## src/rtl/mms_regs.vh

```
/*
 Constants for the memory map, stack and password lock block.
 Assumes inclusion by the block's single design file.
*/
`ifndef MMS_REGS_VH
`define MMS_REGS_VH
// AXI register offsets
`define MMS_ADDR_CTRL      8'h00
`define MMS_ADDR_STATUS    8'h04
`define MMS_ADDR_PWDATA    8'h08
`define MMS_ADDR_SYSCTRL   8'h0C
// Control register fields
`define MMS_CTRL_D2P       0
`define MMS_CTRL_P2D       1
`define MMS_CTRL_UNIFIED   2
// System control fields
`define MMS_SC_PWL         1
`define MMS_SC_LDR         4
`define MMS_SC_PSS_LO      5
`define MMS_SC_PSS_HI      6
// Memory map
`define MMS_ROM_BASE       16'h8000
`define MMS_ROM_WORDS      16'h1000
`define MMS_APP_START      16'h0000
`define MMS_PW_FIRST       16'h0010
`define MMS_PW_LAST        16'h001F
`define MMS_UNI_DATA_BASE  16'hA000
`define MMS_D2P_BASE       16'hA000
`define MMS_P2D_BASE       16'h8000
`define MMS_ERASED_WORD    16'hFFFF
// Stack
`define MMS_SP_RESET       4'hF
// Module specifiers
`define MMS_MOD_AP         4'h8
`define MMS_MOD_ACC        4'h9
`define MMS_MOD_PFX        4'hB
`define MMS_MOD_IP         4'hC
`define MMS_MOD_SP         4'hD
`define MMS_MOD_DPC        4'hE
`define MMS_MOD_DP         4'hF
`endif

```

## src/rtl/mms_memory_map.v

```verilog
/*
 Memory map decode, 16-entry hardware stack, password lock and loader entry
 control, with system register module decode and an AXI4-Lite slave.
 Assumes the core supplies one stack operation at a time, a pulse per
 password word compared, and that the test host raises loaderEntryTap
 while reset is held, and that powerOnReset is high only after power-up.
*/
// The register addresses and the AXI4-Lite interface to the registers are this design's own decisions.
// Overview of operation
// Program and data spaces decode separately unless a cross-map mode is on.
// Data-to-program mode maps data memory into program space for fetch.
// Program-to-data mode maps program memory into data space for reads.
// Unified mode places ROM, code and data in one contiguous map.
// Stack holds sixteen entries of sixteen bits each.
// Call, return, interrupt, push, pop and pop-with-enable use the stack.
// Reset loads the stack pointer with 0Fh.
// Push-type operations increment the pointer, then write the entry.
// Pop-type operations read the entry, then decrement the pointer.
// The four-bit stack pointer wraps modulo sixteen.
// Utility ROM spans 4k words starting at 8000h.
// Fetch starts in utility ROM after reset; ROM later branches to 0000h.
// Password is the sixteen program words at 0010h through 001Fh.
// Lock bit in system control denies ROM and debug access until match.
// Power-on reset sets the lock; cleared lock allows free access.
// After mass erase the password words read all ones.
// Test host sets the loader entry flag during reset over the test port. Here it is set only after reset ends, while loaderEntryTap stays high.
// Loader may clear the entry flag and reset; execution then skips ROM. Here reset clears romDone_q, so execution restarts in ROM.
// Loader defaults to test port; serial needs flag and port select first.
// System modules select by specifiers 8h, 9h, Bh, Ch, Dh, Eh, Fh.
// Every accumulator-pointer module register is single-bit addressable.
// Destination low four bits pick module, upper three the subindex.
`timescale 1ns/100ps
module mms_memory_map #(
	parameter PW_WORDS = 16
) (
	// Clock and reset
	input  wire        clk,
	input  wire        reset,
	input  wire        powerOnReset,
	// Program and data address decode
	input  wire [15:0] progAddr,
	input  wire [15:0] dataAddr,
	output reg         progSelRom,
	output reg         progSelFlash,
	output reg         progSelData,
	output reg         dataSelRam,
	output reg         dataSelFlash,
	output reg         dataSelRom,
	output reg         romDenied,
	output reg  [15:0] resetVector,
	// Stack operations
	input  wire        stackPush,
	input  wire        stackPop,
	input  wire [15:0] stackWrData,
	output reg  [15:0] stackRdData,
	output reg  [3:0]  stackPointer,
	// Password check
	input  wire        pwCheckStart,
	input  wire        pwWordValid,
	input  wire [15:0] pwSupplied,
	input  wire [15:0] pwStored,
	input  wire        massErase,
	output reg  [15:0] pwFetchAddr,
	// Test port loader entry
	input  wire        loaderEntryTap,
	output wire        loaderEntryFlag,
	output wire [1:0]  loaderPortSelect,
	// System register decode
	input  wire [6:0]  destField,
	input  wire [2:0]  prefixHigh,
	input  wire [3:0]  bitSel,
	output reg  [3:0]  destModule,
	output reg  [5:0]  destIndex,
	output reg         destIsSystem,
	output reg         destBitAddr,
	output reg  [15:0] destBitMask,
	// AXI4-Lite slave
	input  wire [7:0]  s_axi_awaddr,
	input  wire        s_axi_awvalid,
	output wire        s_axi_awready,
	input  wire [31:0] s_axi_wdata,
	input  wire [3:0]  s_axi_wstrb,
	input  wire        s_axi_wvalid,
	output wire        s_axi_wready,
	output reg  [1:0]  s_axi_bresp,
	output reg         s_axi_bvalid,
	input  wire        s_axi_bready,
	input  wire [7:0]  s_axi_araddr,
	input  wire        s_axi_arvalid,
	output wire        s_axi_arready,
	output reg  [31:0] s_axi_rdata,
	output reg  [1:0]  s_axi_rresp,
	output reg         s_axi_rvalid,
	input  wire        s_axi_rready
);
`include "mms_regs.vh"

	localparam PW_IDLE = 2'd0;
	localparam PW_RUN  = 2'd1;
	localparam PW_FAIL = 2'd2;

	reg [15:0] stackMem [0:15];
	reg [2:0]  ctrl_q;
	reg [7:0]  sysCtrl_q;
	reg        romDone_q;
	reg [1:0]  pwState_q;
	reg [4:0]  pwCount_q;
	reg        pwMatch_q;
	reg [7:0]  awAddr_q;
	reg        awHeld_q;
	reg [31:0] wData_q;
	reg        wHeld_q;
	reg        tapMeta_q;
	reg        tapSync_q;
	reg        porMeta_q;
	reg        porSync_q;
	reg        pwLock_q;

	// Range test used by every address decode
	function inRange;
		input [15:0] a;
		input [15:0] base;
		input [15:0] words;
		begin
			inRange = (a >= base) && ({1'b0, a} < ({1'b0, base} + {1'b0, words}));
		end
	endfunction

	// Sizes in words of the flash and RAM windows
	localparam [15:0] FLASH_WORDS = 16'h8000;
	localparam [15:0] RAM_WORDS   = 16'h0400;

	// Program space decode
	always @* begin
		progSelRom   = 1'b0;
		progSelFlash = 1'b0;
		progSelData  = 1'b0;
		if (inRange(progAddr, `MMS_ROM_BASE, `MMS_ROM_WORDS)) begin
			progSelRom = 1'b1;
		end else if (ctrl_q[`MMS_CTRL_UNIFIED] &&
				inRange(progAddr, `MMS_UNI_DATA_BASE, RAM_WORDS)) begin
			progSelData = 1'b1;
		end else if (ctrl_q[`MMS_CTRL_D2P] &&
				inRange(progAddr, `MMS_D2P_BASE, RAM_WORDS)) begin
			progSelData = 1'b1;
		end else if (inRange(progAddr, `MMS_APP_START, FLASH_WORDS)) begin
			progSelFlash = 1'b1;
		end
	end

	// Data space decode
	always @* begin
		dataSelRam   = 1'b0;
		dataSelFlash = 1'b0;
		dataSelRom   = 1'b0;
		if (ctrl_q[`MMS_CTRL_UNIFIED]) begin
			// One contiguous map shared with program space
			dataSelRom   = inRange(dataAddr, `MMS_ROM_BASE, `MMS_ROM_WORDS);
			dataSelRam   = inRange(dataAddr, `MMS_UNI_DATA_BASE, RAM_WORDS);
			dataSelFlash = inRange(dataAddr, `MMS_APP_START, FLASH_WORDS);
		end else if (ctrl_q[`MMS_CTRL_P2D] &&
				inRange(dataAddr, `MMS_P2D_BASE, FLASH_WORDS)) begin
			dataSelFlash = 1'b1;
		end else begin
			dataSelRam = inRange(dataAddr, `MMS_APP_START, RAM_WORDS);
		end
	end

	// Lock gating of ROM access and reset entry point
	always @* begin
		romDenied = pwLock_q & (progSelRom | dataSelRom);
		if (romDone_q) begin
			resetVector = `MMS_APP_START;
		end else begin
			resetVector = `MMS_ROM_BASE;
		end
	end

	// Stack pointer and storage
	always @(posedge clk or posedge reset) begin
		if (reset) begin
			stackPointer <= `MMS_SP_RESET;
		end else if (stackPush) begin
			stackPointer <= stackPointer + 4'h1;
		end else if (stackPop) begin
			stackPointer <= stackPointer - 4'h1;
		end
	end

	always @(posedge clk) begin
		if (stackPush) begin
			stackMem[stackPointer + 4'h1] <= stackWrData;
		end
	end

	// Pop data taken at the old pointer before it moves
	always @(posedge clk or posedge reset) begin
		if (reset) begin
			stackRdData <= 16'h0000;
		end else if (stackPop) begin
			stackRdData <= stackMem[stackPointer];
		end
	end

	// Test port flag synchroniser
	always @(posedge clk or posedge reset) begin
		if (reset) begin
			tapMeta_q <= 1'b0;
			tapSync_q <= 1'b0;
		end else begin
			tapMeta_q <= loaderEntryTap;
			tapSync_q <= tapMeta_q;
		end
	end

	// Power-on reset pin synchroniser; a plain reset leaves it alone
	always @(posedge clk) begin
		porMeta_q <= powerOnReset;
		porSync_q <= porMeta_q;
	end

	assign loaderEntryFlag  = sysCtrl_q[`MMS_SC_LDR];
	assign loaderPortSelect = sysCtrl_q[`MMS_SC_PSS_HI:`MMS_SC_PSS_LO];

	// Password compare over the sixteen stored words
	always @(posedge clk or posedge reset) begin
		if (reset) begin
			pwState_q   <= PW_IDLE;
			pwCount_q   <= 5'd0;
			pwMatch_q   <= 1'b0;
			pwFetchAddr <= `MMS_PW_FIRST;
		end else begin
			case (pwState_q)
			PW_IDLE: begin
				if (pwCheckStart) begin
					pwState_q   <= PW_RUN;
					pwCount_q   <= 5'd0;
					pwMatch_q   <= 1'b1;
					pwFetchAddr <= `MMS_PW_FIRST;
				end
			end
			PW_RUN: begin
				if (pwWordValid) begin
					// Erased flash stands in for the stored word
					if (pwSupplied != (massErase ? `MMS_ERASED_WORD : pwStored)) begin
						pwMatch_q <= 1'b0;
					end
					if (pwFetchAddr == `MMS_PW_LAST) begin
						pwState_q <= PW_IDLE;
					end else begin
						pwFetchAddr <= pwFetchAddr + 16'h0001;
					end
					pwCount_q <= pwCount_q + 5'd1;
				end
			end
			PW_FAIL: pwState_q <= PW_IDLE;
			default: pwState_q <= PW_IDLE;
			endcase
		end
	end

	wire pwDone  = (pwState_q == PW_RUN) && pwWordValid && (pwFetchAddr == `MMS_PW_LAST);
	wire pwPass  = pwDone && pwMatch_q &&
		(pwSupplied == (massErase ? `MMS_ERASED_WORD : pwStored));

	// AXI write channel capture, address and data in either order
	assign s_axi_awready = ~awHeld_q & ~s_axi_bvalid;
	assign s_axi_wready  = ~wHeld_q & ~s_axi_bvalid;
	wire awGo  = awHeld_q | (s_axi_awvalid & s_axi_awready);
	wire wGo   = wHeld_q | (s_axi_wvalid & s_axi_wready);
	wire [7:0]  wrAddr = awHeld_q ? awAddr_q : s_axi_awaddr;
	wire [31:0] wrData = wHeld_q ? wData_q : s_axi_wdata;
	wire wrFire = awGo & wGo & ~s_axi_bvalid;

	always @(posedge clk or posedge reset) begin
		if (reset) begin
			awHeld_q     <= 1'b0;
			wHeld_q      <= 1'b0;
			awAddr_q     <= 8'h00;
			wData_q      <= 32'h0000_0000;
			s_axi_bvalid <= 1'b0;
			s_axi_bresp  <= 2'b00;
		end else begin
			if (wrFire) begin
				awHeld_q     <= 1'b0;
				wHeld_q      <= 1'b0;
				s_axi_bvalid <= 1'b1;
				s_axi_bresp  <= (wrAddr == `MMS_ADDR_CTRL || wrAddr == `MMS_ADDR_SYSCTRL) ?
					2'b00 : 2'b10;
			end else begin
				if (s_axi_awvalid & s_axi_awready) begin
					awHeld_q <= 1'b1;
					awAddr_q <= s_axi_awaddr;
				end
				if (s_axi_wvalid & s_axi_wready) begin
					wHeld_q <= 1'b1;
					wData_q <= s_axi_wdata;
				end
				if (s_axi_bvalid & s_axi_bready) begin
					s_axi_bvalid <= 1'b0;
				end
			end
		end
	end

	// Mode and system control registers
	always @(posedge clk or posedge reset) begin
		if (reset) begin
			ctrl_q    <= 3'b000;
			sysCtrl_q <= 8'h00;
			romDone_q <= 1'b0;
		end else begin
			if (wrFire && wrAddr == `MMS_ADDR_CTRL && s_axi_wstrb[0]) begin
				ctrl_q <= wrData[2:0];
			end
			if (wrFire && wrAddr == `MMS_ADDR_SYSCTRL && s_axi_wstrb[0]) begin
				// Lock bit lives in its own flop, so it is masked here
				sysCtrl_q <= wrData[7:0] & 8'hFD;
			end
			// Host flag wins over a software clear in the same cycle
			if (tapSync_q) begin
				sysCtrl_q[`MMS_SC_LDR] <= 1'b1;
			end
			// Fetch in flash with flag clear moves the vector to 0000h; the next cycle with fetch outside flash or the flag set moves it back to 8000h
			romDone_q <= progSelFlash & ~sysCtrl_q[`MMS_SC_LDR];
		end
	end

	// Password lock survives a plain reset; power-up arms it and a system control write loads it from bit 1
	always @(posedge clk) begin
		if (porSync_q) begin
			pwLock_q <= 1'b1;
		end else if (pwPass) begin
			// Matching password releases the lock
			pwLock_q <= 1'b0;
		end else if (wrFire && wrAddr == `MMS_ADDR_SYSCTRL && s_axi_wstrb[0]) begin
			pwLock_q <= wrData[`MMS_SC_PWL];
		end
	end

	// AXI read channel
	assign s_axi_arready = ~s_axi_rvalid;
	always @(posedge clk or posedge reset) begin
		if (reset) begin
			s_axi_rvalid <= 1'b0;
			s_axi_rdata  <= 32'h0000_0000;
			s_axi_rresp  <= 2'b00;
		end else if (s_axi_arvalid & s_axi_arready) begin
			s_axi_rvalid <= 1'b1;
			s_axi_rresp  <= 2'b00;
			case (s_axi_araddr)
			`MMS_ADDR_CTRL:    s_axi_rdata <= {29'd0, ctrl_q};
			`MMS_ADDR_STATUS:  s_axi_rdata <= {22'd0, pwState_q, pwMatch_q, pwCount_q[2:0],
				stackPointer};
			`MMS_ADDR_PWDATA:  s_axi_rdata <= {16'd0, pwFetchAddr};
			`MMS_ADDR_SYSCTRL: s_axi_rdata <= {24'd0, sysCtrl_q[7:2], pwLock_q, sysCtrl_q[0]};
			default: begin
				s_axi_rdata <= 32'h0000_0000;
				s_axi_rresp <= 2'b10;
			end
			endcase
		end else if (s_axi_rready) begin
			s_axi_rvalid <= 1'b0;
		end
	end

	// Destination field decode for system register modules
	always @* begin
		destModule   = destField[3:0];
		destIndex    = {prefixHigh, destField[6:4]};
		destIsSystem = 1'b0;
		case (destField[3:0])
		`MMS_MOD_AP, `MMS_MOD_ACC, `MMS_MOD_PFX, `MMS_MOD_IP,
		`MMS_MOD_SP, `MMS_MOD_DPC, `MMS_MOD_DP: destIsSystem = 1'b1;
		default: destIsSystem = 1'b0;
		endcase
		destBitAddr = (destField[3:0] == `MMS_MOD_AP);
		destBitMask = destBitAddr ? (16'h0001 << bitSel) : 16'hFFFF;
	end

endmodule

```

## config.mk

```make
export PLATFORM = sky130hd
export DESIGN_NAME = mms_memory_map
export DESIGN_NICKNAME = d
export VERILOG_FILES = /design/src/rtl/mms_memory_map.v
export VERILOG_INCLUDE_DIRS = /design/src /design/src/rtl
export SDC_FILE = /design/constraint.sdc
export NUM_CORES = 1
export LEC_CHECK = 0
export ABC_AREA = 0
export BUFFER_PORTS_ARGS = -buffer_cell sky130_fd_sc_hd__buf_2
export CORE_MARGIN = 3
export CORE_UTILIZATION = 35
export DETAILED_ROUTE_END_ITERATION = 10
export GPL_ROUTABILITY_DRIVEN = 0
export PLACE_DENSITY = 0.68
export SYNTH_ARGS = -nofsm -noshare
export SYNTH_HDL_FRONTEND = slang
export SYNTH_SLANG_ARGS = --single-unit
```

## constraint.sdc

```tcl
create_clock -name clk -period 3.2 [get_ports clk]
set_input_delay 0.64 -clock clk [delete_from_list [all_inputs] [get_ports clk]]
set_output_delay 0.64 -clock clk [all_outputs]
set_load 0.01 [all_outputs]
```

# Yosys cells after proc, flatten, opt, wreduce, memory -nomap -nowiden
# Memories as Yosys holds them, arrays and structs flattened. A register that Yosys moved wholly into a read port is not among the register bits.
# Index checks and enable logic that the tools add are counted.
dict set report word_totals {
  ff_bits 100
  ram_bits 256
  inputBits 160
  out_inout_bits 131
  elab_cells 172
  n_memories 1
}
dict set report op_classes {
  addsub 4
  magnitude_cmp 13
  eq_ne 20
  shifts 1
  n_mux 53
  bitwise_logic 19
  reduce_logical 38
}
# name depth word_bits rd rd_clocked_by_memory_dff wr line_no
set memory_table {}
lappend memory_table {stackMem 16 16 1 1 1 mms_memory_map.v:102} ;# reg [15:0] stackMem [0:15];
# cell count
set ops {}
lappend ops {{$lt A16 B16 Y1 const B} 6}
lappend ops {{$mux W16} 6}
lappend ops {{$ge A16 B16 Y1 const B} 4}
lappend ops {{$pmux W16 S4} 1}
lappend ops {{$ge A16 B1 Y1 const B} 2}
lappend ops {{$pmux W16 S2} 1}
lappend ops {{$mux W1} 30}
lappend ops {{$eq A4 B4 Y1 const B} 7}
lappend ops {{$eq A8 B4 Y1 const B} 3}
lappend ops {{$logic_and A1 B1 Y1} 18}
lappend ops {{$add A16 B1 Y16 const B} 1}
lappend ops {{$eq A16 B16 Y1} 1}
lappend ops {{$eq A16 B5 Y1 const B} 1}
lappend ops {{$logic_not A8 Y1} 2}
lappend ops {{$lt A16 B11 Y1 const B} 1}
lappend ops {{$mux W8} 2}
lappend ops {{$ne A16 B16 Y1} 1}
lappend ops {{$reduce_bool A2 Y1} 8}
lappend ops {{$shl A1 B4 Y16 const A} 1}
lappend ops {{$mux W5} 3}
lappend ops {{$and A1 B1 Y1} 10}
lappend ops {{$mux W2} 5}
lappend ops {{$pmux W5 S2} 1}
lappend ops {{$eq A8 B3 Y1 const B} 1}
lappend ops {{other kinds (18)} 32}

# Logic depth before layout (Yosys ltp)
dict set report depth {
  depth_word 10
  mapped_depth 8
}

# Worst setup path after synthesis
# No wires, ideal clock.
dict set report synth_timing {
  path_kind {register to register}
  from {register stackPointer[1]}
  to {memory stackMem[6][0], enable pin}
  arrival_ps 2546
  required_time_ps 2812
  setup_slack_ps 265
  path_stages_with_launch 8
  n_path_buf 3
  cell_sequence {dfstp_2 -> clkbuf_1 -> buf_2 -> buf_1 -> nand2_1 -> xor2_1 -> a31oi_1 -> nor2_1}
}
dict set report synth_via {
  elab_chain_len 1
}
# element line_no
set synth_lines {}
lappend synth_lines {{from (decl)} mms_memory_map.v:56} ;# output reg [3:0] stackPointer,
lappend synth_lines {{from (signal assigned)} mms_memory_map.v:182} ;# stackPointer <= `MMS_SP_RESET;
lappend synth_lines {{from (signal assigned)} mms_memory_map.v:184} ;# stackPointer <= stackPointer + 4'h1;
lappend synth_lines {{from (signal assigned)} mms_memory_map.v:186} ;# stackPointer <= stackPointer - 4'h1;
lappend synth_lines {{$add A4 B1 Y4} mms_memory_map.v:192} ;# stackMem[stackPointer + 4'h1] <= stackWrData;
lappend synth_lines {{to (decl)} mms_memory_map.v:102}
# No other way between the ends.

# Worst setup path after layout
dict set report layout_timing {
  from {register stackPointer[0]}
  to {memory stackMem[11][11], enable pin}
}
# The elaborated chain is that of the path after synthesis.

==> parameters.txt <==
Parameter                              Value

Logic synthesis
  Cell type contributing the most total cell area after synthesis    edfxtp_1
  Post-synthesis sequential element count    between 300 and 400
  Top cell type's share of synthesized area    0.514
  Number of distinct library cells after synthesis    57
  Cells after synthesis    between 800 and 900
  Share of flip-flops with an asynchronous set or reset    0.262
  Number of enable-type register cells in the synthesized netlist    approximately 260
  Avg Cell Area, Syn    around 17 sq um
  Count of synthesis-stage warnings from yosys    0
  Sequential area share after synthesis    0.673
  Netlist area before placement    about 15000 sq um
  Area contributors post-synth    edfxtp_1, dfrtp_1, mux4_2
  Most used DFF post-synth    edfxtp_1

Clock network
  Total clock sinks    around 350
  Clock Path Buffers    3
  Post-CTS repair timing setup buffer count    0
  H-tree Lvls    2
  CTS clk-pin slew, worst paths    ~0.06 ns
  Clock tree from TritonCTS    built
  Latest clock arrival within the worst-skew pair    ~0.53 ns
  Number of buffers created by CTS    37
  Hold_buf cts    0
  Post-cts repair resize count    0
  Master cell of the clock root buffer    clkbuf_16

STA
  Peak clock frequency supported by timing    about 370 MHz
  Final Skew    roughly 0.012 ns
  Worst-margin pin slew    around 0.99 ns
  RSZ-0062 raised after global routing    false
  Normalized max-slew margin    0.340
  Pins over their slew limit    0
  Fin crit share    0.854
  Shortest period the worst path allows    between 2 and 3 ns
  Count of final setup violators    0
  Setup TNS Final    0 ns
  Endpoints failing hold    0

Setup path
  Category of the worst setup path launch point    flop
  Critical Path RT    3.42 ns
  Worst Path Class, Setup    reg -> reg
  Startpoint of the worst-slack reg-to-reg timing path    stackPointer[0]
  Crit path arrival time    2.95 ns
  Crit. End Element    flop
  Critical path's largest stage delay    just over 0.9 ns
  Depth of the most critical reg-to-reg path    6
  Critical Path Source    stackPointer[0]
  Worst-path cell chain    ha_1, inv_1, nor3_1, a31oi_1, nor2_1, buf_4
  Reg-to-reg setup timing slack    0.47 ns
  Crit-path max FO    26
  Worst path slowest cell    dfstp_4
  Reg2reg end    stackMem[11][11]

Finish
  Fraction of final layout cells sized beyond drive strength 1    0.368
  Most frequent cells in the layout    edfxtp_1, buf_2, dfrtp_1, mux4_2, nand2_1
  Post-Route Utilization    0.423
  Non-Filler Instances    ~1700
  Total Nets Final    1296
  Growth of design area from synthesis to finish    19.0%
  Filler cell count    around 3700
  Final instance area    around 18000 sq um
  Most common library cell in the layout ignoring fill and taps    edfxtp_1

Power and ir drop
  Maximum vdd drop    approximately 0.00054 V
  Sw frac    0.291
  Clock power frac    0.298
  Proportion of power drawn by flip-flops and latches    0.425
  Power share of the combinational group    0.276
  Power per cell area    812 nW/um^2
  Post-layout power    14.4 mW
  Static power due to leakage    roughly 6.7 nW
  Cell internal power dissipation    about 10 mW
  Net Sw Power    between 4 and 5 mW

Die
  Die Y-Extent    about 210 microns
  Core Box Area    approximately 42000 sq um
  Number of rows created at floorplan    75
  Die W    roughly 210 microns
  Die area    approximately 45000 sq um
  Top-Level Pins    between 200 and 300
  Initial core utilization    0.356

Worst hold path
  Startpoint of the lowest-slack hold path    loaderEntryTap
  Worst min path class    in -> reg
  Worst min-delay path endpoint    tapMeta_q
  Worst hold stages    1

Global routing
  Vias in the first global route    roughly 8800
  Initial antenna violation count    1
  Leftover overflow at the end of global routing    0
  GRT Total Usage    0.150
  Pin count of the biggest net entering global routing    between 50 and 60
  First-pass GRT wire length    between 50000 and 60000 microns

Status
  Result of the run    finished clean

Flow run
  Number of max-capacitance violations reported    0

Detailed routing
  Wire per inst    a little over 20 microns
  Initial drt markers    616
  Count of vias placed by the detailed router    ~8700
  Post-route antenna net violation count    0
  DR DRC count    0
  DR pass1 iterations    5
  Vias/cell    a little over 5
  Routed wire length    34700 microns

Place
  HPWL after detailed placement    between 20000 and 25000 microns
  Post-place instance area    between 15000 and 20000 sq um
  Port-buffer cells    approximately 200
  Placed Instances    1628
==> cells in the mapped netlist (9+ instances only) <==
library cell / number
o21ai_0: 16
mux4_2: 80
a21oi_1: 19
o21ai_1: 24
inv_1: 10
mux2_2: 37
dfrtp_1: 87
clkbuf_1: 23
nand4_1: 9
or3_1: 12
xor2_1: 20
nand3_1: 16
mux2_1: 11
buf_4: 45
nand2_1: 52
edfxtp_1: 256
nor2_1: 46
==> metrics by stage <==
| step | hold WS (ns) | worst slack, ns |
|---|---|---|
| after floorplan | 0.310 | 0.176 |
| after global placement | 0.338 | 0.478 |
| after detailed placement | 0.330 | 0.470 |
| after CTS | 0.192 | 0.461 |
| after global routing | 0.202 | 0.299 |
| final | 0.225 | 0.467 |
==> worst max path at each step <==
stage	to	slack [ns]	depth (start not counted)
2_1_floorplan	awAddr_q[0]	0.18	1
3_3_place_gp	stackRdData[4]	0.48	4
3_5_place_dp	stackMem[11][11]	0.47	6
4_1_cts	stackMem[11][11]	0.46	6
5_1_grt	stackMem[11][12]	0.30	6
6_report	stackMem[11][11]	0.47	6
==> final cells by class <==
class	instances	area [sq um]	area share
Sequential cell	351	10100	0.565
Multi-Input combinational cell	484	4440	0.249
Timing Repair Buffer	241	1340	0.0752
Clock buffer	57	1100	0.0620
Tap cell	539	674	0.0379
Clock inverter	10	131	0.00738
Inverter	13	51.3	0.00288
Antenna cell	1	2.50	0.000141
==> critical path, delay by kind of cell, from the launching register on <==
| family | cells | cell delay (ns) |
|---|---|---|
| compound gates | 1 | 0.10 |
| buf+inv | 2 | 0.46 |
| simple gates | 2 | 0.58 |
| flops | 1 | 0.93 |
| fa+ha+maj | 1 | 0.34 |
==> power groups by stage <==
| stage | Combinational [mW] | Sequential (mW) | Clock (mW) |
|---|---|---|---|
| floorplan | 2.89 | 6.12 | 0 |
| global placement | 4.00 | 6.21 | 0 |
| detailed placement | 4.07 | 6.25 | 0 |
| CTS | 4.09 | 6.16 | 4.43 |
| global route | 4.35 | 6.24 | 4.59 |
| finish | 3.99 | 6.14 | 4.31 |
==> routing by layer <==
metal	part of all wire	vias up	track usage
met3	0.065	54	0.0322
met5	0.00037	-	0
li1	-	3906	-
met4	0.019	2	0.0351
met1	0.39	4454	0.184
met2	0.52	317	0.272
==> sequential cells by signal (all words and copies together), names as in the netlist, 3 cells and up <==
name,count
s_axi_rdata,16
pwCount_q,3
stackMem,256
awAddr_q,8
wData_q,8
stackRdData,16
pwFetchAddr,16
ctrl_q,3
stackPointer,4
sysCtrl_q,7
==> cells by family (layout without fill, tap and decap cells) <==
family	count (synthesis)	after routing	share of synthesized area
DFF	351	351	0.673
xor gates and xnor gates	25	25	0.0146
muxes	138	138	0.167
other	1	34	0.000251
buffers and inverters	96	321	0.0391
and+or+nand+nor	178	178	0.0572
AOI/OAI and AO/OA	102	102	0.0429
adders and majority gates	8	8	0.00669
Note: power is estimated with default switching activity, not from simulation.
